--- src/include/acc_pkg.sv ---
package acc_pkg;
  // Register byte offsets (classic Wishbone, one word per register)
  localparam logic [7:0] ACC_CTRL_IDX = 8'hF9; // Register index, scaled to a byte address below
  localparam logic [9:0] ACC_CTRL_ADDR = {ACC_CTRL_IDX, 2'h0};
  localparam logic [9:0] ACC_STAT_ADDR = 10'h3F0;
  localparam logic [9:0] ACC_MASK_ADDR = 10'h3F4;
  localparam logic [9:0] ACC_PWR_ADDR = 10'h3F8;
  localparam int ACC_ADDR_W = 10;
  // Control field positions
  localparam int ACC_POSITIVE_INPUT_SELECT_BIT = 7;
  localparam int ACC_NEGATIVE_INPUT_SELECT_BIT = 6;
  localparam int ACC_REF_MSB = 5;
  localparam int ACC_REF_LSB = 2;
  // Reset values
  localparam logic [7:0] ACC_CTRL_RST = 8'h14;
  localparam logic [1:0] ACC_MASK_RST = 2'h0;
  localparam logic ACC_PWR_DOWN_RST = 1'h0;
  // Reference level: highest legal code and step in millivolts
  localparam logic [3:0] ACC_REF_MAX = 4'h9;
  localparam int ACC_REF_STEP_MV = 200;
  // Status bits
  localparam int ACC_ST_RISE = 0;
  localparam int ACC_ST_FALL = 1;
  // Wishbone answer states
  typedef enum logic {ACC_IDLE, ACC_ACK} acc_bus_t;
endpackage : acc_pkg

--- src/acc_comparator_control.sv ---
// Local design decision: the Wishbone slave port.
`timescale 1ns/1ps
// Contract
// - Bit 7 picks pin or temperature sensor
// - Bit 6 enables reference as negative input
// - Bits 5:2 set reference, 0.2 V steps
// - Result raises interrupt and drives pin mux
// - Separate power bit powers comparator down
module acc_comparator_control
  import acc_pkg::*;
(
  // Clock and reset
  input wire logic clk_i,
  input wire logic rst_i,
  // Wishbone slave
  input wire logic wb_cyc_i,
  input wire logic wb_stb_i,
  input wire logic wb_we_i,
  input wire logic [acc_pkg::ACC_ADDR_W-1:0] wb_adr_i,
  input wire logic [3:0] wb_sel_i,
  input wire logic [31:0] wb_dat_i,
  output logic [31:0] wb_dat_o,
  output logic wb_ack_o,
  output logic wb_err_o,
  // Analog comparator side
  input wire logic cmp_out_i,
  output logic positive_input_select_o,
  output logic negative_input_select_o,
  output logic ref_enable_o,
  output logic [3:0] reference_level_o,
  output logic cmp_power_down_o,
  // Result routing
  output logic cmp_irq_src_o,
  output logic cmp_pin_o,
  output logic irq_o
);
  acc_bus_t state_r;
  acc_bus_t state_nxt;
  logic [7:0] ctrl_r;
  logic [7:0] ctrl_nxt;
  logic [1:0] stat_r;
  logic [1:0] stat_nxt;
  logic [1:0] mask_r;
  logic [1:0] mask_nxt;
  logic pwr_r;
  logic pwr_nxt;
  logic cmp_r;
  logic cmp_nxt;
  logic [31:0] rdat_r;
  logic [31:0] rdat_nxt;
  logic err_r;
  logic err_nxt;
  logic rise;
  logic fall;
  logic req;
  logic wr0;
  logic rd_req;
  logic sel_ctrl;
  logic sel_stat;
  logic sel_mask;
  logic sel_pwr;
  logic sel_none;

  // Which register an address selects
  function automatic logic hit(input logic [ACC_ADDR_W-1:0] a, input logic [ACC_ADDR_W-1:0] r);
    hit = (a == r);
  endfunction : hit

  // Reserved reference codes fall back to the top legal level
  function automatic logic [3:0] clamp_ref(input logic [3:0] c);
    clamp_ref = (c > ACC_REF_MAX) ? ACC_REF_MAX : c;
  endfunction : clamp_ref

  assign req = wb_cyc_i & wb_stb_i & (state_r == ACC_IDLE);
  assign wr0 = req & wb_we_i & wb_sel_i[0];
  assign rd_req = req & ~wb_we_i;

  // Address decode; at most one mapped register matches
  assign sel_ctrl = hit(wb_adr_i, ACC_CTRL_ADDR);
  assign sel_stat = hit(wb_adr_i, ACC_STAT_ADDR);
  assign sel_mask = hit(wb_adr_i, ACC_MASK_ADDR);
  assign sel_pwr = hit(wb_adr_i, ACC_PWR_ADDR);
  assign sel_none = ~(sel_ctrl | sel_stat | sel_mask | sel_pwr);

  // Edges of the registered comparator level
  acc_edge_detect u_edge (
    .clk_i(clk_i),
    .rst_i(rst_i),
    .level_i(cmp_r),
    .enable_i(~pwr_r),
    .rise_o(rise),
    .fall_o(fall)
  );

  // Bus answer; one wait state, ack or err the cycle after the taking edge
  always_comb
  begin
    state_nxt = state_r;
    err_nxt = err_r;
    unique case (state_r)
      ACC_IDLE:
      begin
        err_nxt = 1'h0;
        if (req)
        begin
          state_nxt = ACC_ACK;
          err_nxt = sel_none; // Unmapped address answers with err, writes nothing
        end
      end
      ACC_ACK:
      begin
        // A request still held here is not taken a second time
        state_nxt = ACC_IDLE;
        err_nxt = 1'h0;
      end
    endcase
  end

  always_ff @(posedge clk_i)
  begin
    if (rst_i)
    begin
      state_r <= ACC_IDLE;
      err_r <= 1'h0;
    end
    else
    begin
      state_r <= state_nxt;
      err_r <= err_nxt;
    end
  end

  // Configuration registers; only byte lane 0 carries their bits
  always_comb
  begin
    ctrl_nxt = ctrl_r;
    mask_nxt = mask_r;
    pwr_nxt = pwr_r;
    if (wr0 & sel_ctrl)
      ctrl_nxt = {wb_dat_i[7:2], 2'h0};
    if (wr0 & sel_mask)
      mask_nxt = wb_dat_i[1:0];
    if (wr0 & sel_pwr)
      pwr_nxt = wb_dat_i[0];
  end

  always_ff @(posedge clk_i)
  begin
    if (rst_i)
    begin
      ctrl_r <= ACC_CTRL_RST;
      mask_r <= ACC_MASK_RST;
      pwr_r <= ACC_PWR_DOWN_RST;
    end
    else
    begin
      ctrl_r <= ctrl_nxt;
      mask_r <= mask_nxt;
      pwr_r <= pwr_nxt;
    end
  end

  // Read data latched at the taking edge, held until the next access
  always_comb
  begin
    rdat_nxt = rdat_r;
    if (req)
    begin
      rdat_nxt = 32'h0;
      if (sel_ctrl)
        rdat_nxt = {24'h0, ctrl_r};
      else if (sel_stat)
        rdat_nxt = {30'h0, stat_r};
      else if (sel_mask)
        rdat_nxt = {30'h0, mask_r};
      else if (sel_pwr)
        rdat_nxt = {31'h0, pwr_r};
    end
  end

  always_ff @(posedge clk_i)
  begin
    if (rst_i)
      rdat_r <= 32'h0;
    else
      rdat_r <= rdat_nxt;
  end

  // Sticky event flags; a new event wins over a clearing read in the same cycle
  always_comb
  begin
    stat_nxt = stat_r;
    if (rd_req & sel_stat)
      stat_nxt = 2'h0; // Read clears status
    if (rise)
      stat_nxt[ACC_ST_RISE] = 1'h1;
    if (fall)
      stat_nxt[ACC_ST_FALL] = 1'h1;
  end

  always_ff @(posedge clk_i)
  begin
    if (rst_i)
      stat_r <= 2'h0;
    else
      stat_r <= stat_nxt;
  end

  // Comparator level sample; input is already synchronous, one flop suffices
  always_comb
  begin
    cmp_nxt = cmp_out_i;
  end

  always_ff @(posedge clk_i)
  begin
    if (rst_i)
      cmp_r <= 1'h0;
    else
      cmp_r <= cmp_nxt;
  end

  // Bus outputs
  assign wb_ack_o = (state_r == ACC_ACK) & ~err_r;
  assign wb_err_o = (state_r == ACC_ACK) & err_r;
  assign wb_dat_o = rdat_r;

  // Analog configuration from the control register, power down and reference gating from the power bit
  assign positive_input_select_o = ctrl_r[ACC_POSITIVE_INPUT_SELECT_BIT];
  assign negative_input_select_o = ctrl_r[ACC_NEGATIVE_INPUT_SELECT_BIT];
  assign ref_enable_o = ctrl_r[ACC_NEGATIVE_INPUT_SELECT_BIT] & ~pwr_r;
  assign reference_level_o = clamp_ref(ctrl_r[ACC_REF_MSB:ACC_REF_LSB]);
  assign cmp_power_down_o = pwr_r;

  // Result routing; masked while powered down since the output is meaningless
  assign cmp_irq_src_o = cmp_r & ~pwr_r;
  assign cmp_pin_o = cmp_r & ~pwr_r;
  // Level interrupt; software masks it during reconfiguration
  assign irq_o = |(stat_r & mask_r);
endmodule : acc_comparator_control

--- src/acc_edge_detect.sv ---
`timescale 1ns/1ps
// Registers the comparator level and flags its edges
module acc_edge_detect
  import acc_pkg::*;
(
  // Clock and reset
  input wire logic clk_i,
  input wire logic rst_i,
  // Comparator level (already synchronous)
  input wire logic level_i,
  input wire logic enable_i,
  // Edge pulses
  output logic rise_o,
  output logic fall_o
);
  logic prev_r;
  logic prev_nxt;

  // Hold last level; while disabled follow input so enabling makes no edge
  always_comb
  begin
    prev_nxt = level_i;
  end

  always_ff @(posedge clk_i)
  begin
    if (rst_i)
      prev_r <= 1'h0;
    else
      prev_r <= prev_nxt;
  end

  // Edges only while the comparator is powered
  assign rise_o = enable_i & level_i & ~prev_r;
  assign fall_o = enable_i & ~level_i & prev_r;
endmodule : acc_edge_detect

--- config.mk ---
export PLATFORM = sky130hd
export DESIGN_NAME = acc_comparator_control
export DESIGN_NICKNAME = d
export VERILOG_FILES = /design/src/include/acc_pkg.sv /design/src/acc_comparator_control.sv /design/src/acc_edge_detect.sv
export SDC_FILE = /design/constraint.sdc
export NUM_CORES = 1
export LEC_CHECK = 0
export BUFFER_PORTS_ARGS = -buffer_cell sky130_fd_sc_hd__buf_2
export CELL_PAD_IN_SITES_DETAIL_PLACEMENT = 0
export CELL_PAD_IN_SITES_GLOBAL_PLACEMENT = 1
export CORE_UTILIZATION = 28
export CTS_CLUSTER_DIAMETER = 100
export DETAILED_ROUTE_END_ITERATION = 12
export PLACE_DENSITY_LB_ADDON = 0.1
export SYNTH_ARGS = -nofsm -noshare
export SYNTH_HDL_FRONTEND = slang
export SYNTH_SLANG_ARGS = --single-unit
--- constraint.sdc ---
create_clock -name clk_i -period 1.9 [get_ports clk_i]
set_input_delay 0.19 -clock clk_i [delete_from_list [all_inputs] [get_ports clk_i]]
set_output_delay 0.19 -clock clk_i [all_outputs]
set_load 0.01 [all_outputs]
==> reports/metrics.cfg <==
[synthesis]
synth_top_area_share=0.377
yosys.area.top_type=dfxtp_1
synth_warnings=0
synth-seq-cells=23
synth-main-ff-cell=dfxtp_1
async_reset_ff_frac=0
avgSynthCellArea_um2=9.39
synth-seq-area-share=0.377
synth_area_leaders=dfxtp_1 (38%), buf_4 (15%), mux2i_1 (7.4%)
synthCells=130
netlist_area_um2=1220
synth_edf_count=0
ys_types=34

[placed_design]
place.gp.congestion=0.785
place_hpwl_um=2110
io_buffers=45
placed_cells=222

[global_route]
grt_max_degree=22
grt_pass1_vias=898
grt_overflow=0
antenna_found_initial=0
track_usage=0.119
grt_pass1_wl_um=4080

[detailed_routing]
vias=961
postRouteAntennaNets=0
firstDrtPassIters=4
routedWlPerCell_um=11.6
wirelength_um=2610
drc=0
drt_iter0_drc=62
via_per_inst=4.25

[clocking]
cts_hold_buf=0
clockBufferDepth=2
cts_tree=yes
clkLatencyLatePin_ns=0.26
cts_setup_buffers=0
htreeDepth=1
cts_buffers=3
cts.sinks=23
root_buffer=clkbuf_8
post_cts_resized=0
clk_pin_slew_ns=0.08

[power]
cellPowerDensity_nw_per_um2=620
netSwitchingFraction=0.250
vdd_ir_drop_max_v=0.000408
seqPwrFrac=0.546
leakagePower_nw=0.692
p_int_w=0.000677
netSwitchingPower_w=0.000226
combinationalPowerShare=0.117
p_clk_frac=0.337

[setup_path]
required_ns=2.04
endpoint_kind=flip-flop
worstReg2RegEnd=mask_r[0]
critPathLaunchType=flip-flop
cpLargestDelayFamily=simple AND/OR/NAND/NOR gates
slowest_delay_ns=0.45
reg2reg_depth=4
cp.arrival_ns=1.63
path_cells=nand3b_1, nor4_2, mux2i_1, nor2_1
path_class=flip-flop to flip-flop
critPathSlowestCell=nor4_2
ff2ff_setup_slack_ns=0.41
cp_num_buf_inv=0
r2r_start=state_r
cp_max_fo=6

[timing]
setup_tns_ns=0
fin_crit_sh=0.785
rsz0062_at_grt=no
period_needed_ns=1.49
setup_viol=0
finClkSkew_ns=0.00650
max_freq_ghz=0.670
drv_slew=0
hold_viol=0

[final_layout]
fin_nets=229
regArea_um2=460
syn_to_final_growth_pct=19.3
fill_cells=435
final_cell_mix=buf_2 (45), conb_1 (24), dfxtp_1 (23), nor2_1 (15), mux2i_1 (9)
layout-drive-gt1-share=0.307
multiInputGateArea_um2=644
layout_commonest_cell=buf_2
final-instance-count-excl-fill=226
insertedDiodeCount=0

[die]
core_um2=4090
die_area_um2=4630
die_w_um=68.0
rows=23
fp.dieH_um=68.0
start_util=0.299
io_pins=97

[min_path]
hp-start=cmp_out_i
whs_path_depth=2
hold_end=cmp_r
hp-class=input port to flip-flop

[run_status]
status=completed

[flow_run]
maxCapViolations=0

==> Yosys cell counts (2+ instances only) <==
cell	n
nand2b_1	2
dfxtp_1	23
nor2_1	15
buf_4	25
nand4_1	4
nor2b_1	7
clkbuf_1	3
a21oi_1	4
mux2i_1	9
nand2_1	4
nor3_1	4
a22o_1	7
nand4b_1	2
==> routing by layer <==
| metal | part of all wire | GRT usage | vias to the layer above |
|---|---|---|---|
| met2 | 0.49 | 0.199 | 30 |
| met5 | 0 | 0 | - |
| met4 | 0 | 0.0156 | 0 |
| li1 | - | - | 502 |
| met1 | 0.46 | 0.152 | 429 |
| met3 | 0.050 | 0.0400 | 0 |
==> state kept, by name, summed over array words and instances (netlist names) <==
name,flops
u_edge.prev_r,1
err_r,1
cmp_power_down_o,1
wb_dat_o,8
state_r,1
ctrl_r,6
stat_r,2
cmp_r,1
mask_r,2
==> kinds of logic after synthesis <==
| family | synth area share |
|---|---|
| AND/OR/NAND/NOR | 0.287 |
| flip-flops | 0.377 |
| AO/OA/AOI/OAI | 0.0932 |
| other | 0.00307 |
| buffers and inverters | 0.166 |
| multiplexers | 0.0738 |
==> final cells by class <==
class                           count  area share
Multi-Input combinational cell    101       0.442
Clock buffer                        4      0.0309
Tap cell                           50      0.0430
Inverter                            1     0.00258
Timing Repair Buffer               47       0.165
Sequential cell                    23       0.316
==> power by group through the flow <==
stage	Combinational (W)	Clock, W	Sequential [W]
3_3_place_gp	0.000105	0	0.000504
5_1_grt	0.000119	0.000334	0.000494
4_1_cts	0.000106	0.000309	0.000493
3_5_place_dp	0.000105	0	0.000504
2_1_floorplan	0.0000984	0	0.000503
6_report	0.000106	0.000304	0.000493
==> through the flow <==
stage | worst slack, ns | util | instance area, um^2 | total power, W | hold slack (ns)
after floorplan | 0.560 | - | 1310 | 0.000601 | 0.318
after global placement | 0.396 | 0.345 | 1410 | 0.000609 | 0.401
after detailed placement | 0.414 | 0.345 | 1410 | 0.000610 | 0.410
after CTS | 0.398 | 0.356 | 1460 | 0.000907 | 0.135
after global routing | 0.262 | 0.356 | 1460 | 0.000946 | 0.131
final | 0.408 | 0.356 | 1460 | 0.000902 | 0.141
==> worst max path at each step <==
stage / end / startpoint / cells past startpoint / slack (ns)
6_report: mask_r[0] / state_r / 4 / 0.41
4_1_cts: mask_r[0] / state_r / 4 / 0.40
3_3_place_gp: mask_r[1] / state_r / 4 / 0.40
3_5_place_dp: mask_r[0] / state_r / 4 / 0.41
5_1_grt: mask_r[0] / state_r / 4 / 0.26
2_1_floorplan: ctrl_r[3] / wb_adr_i[0] / 4 / 0.56
Power figures use the tool's default switching activity.
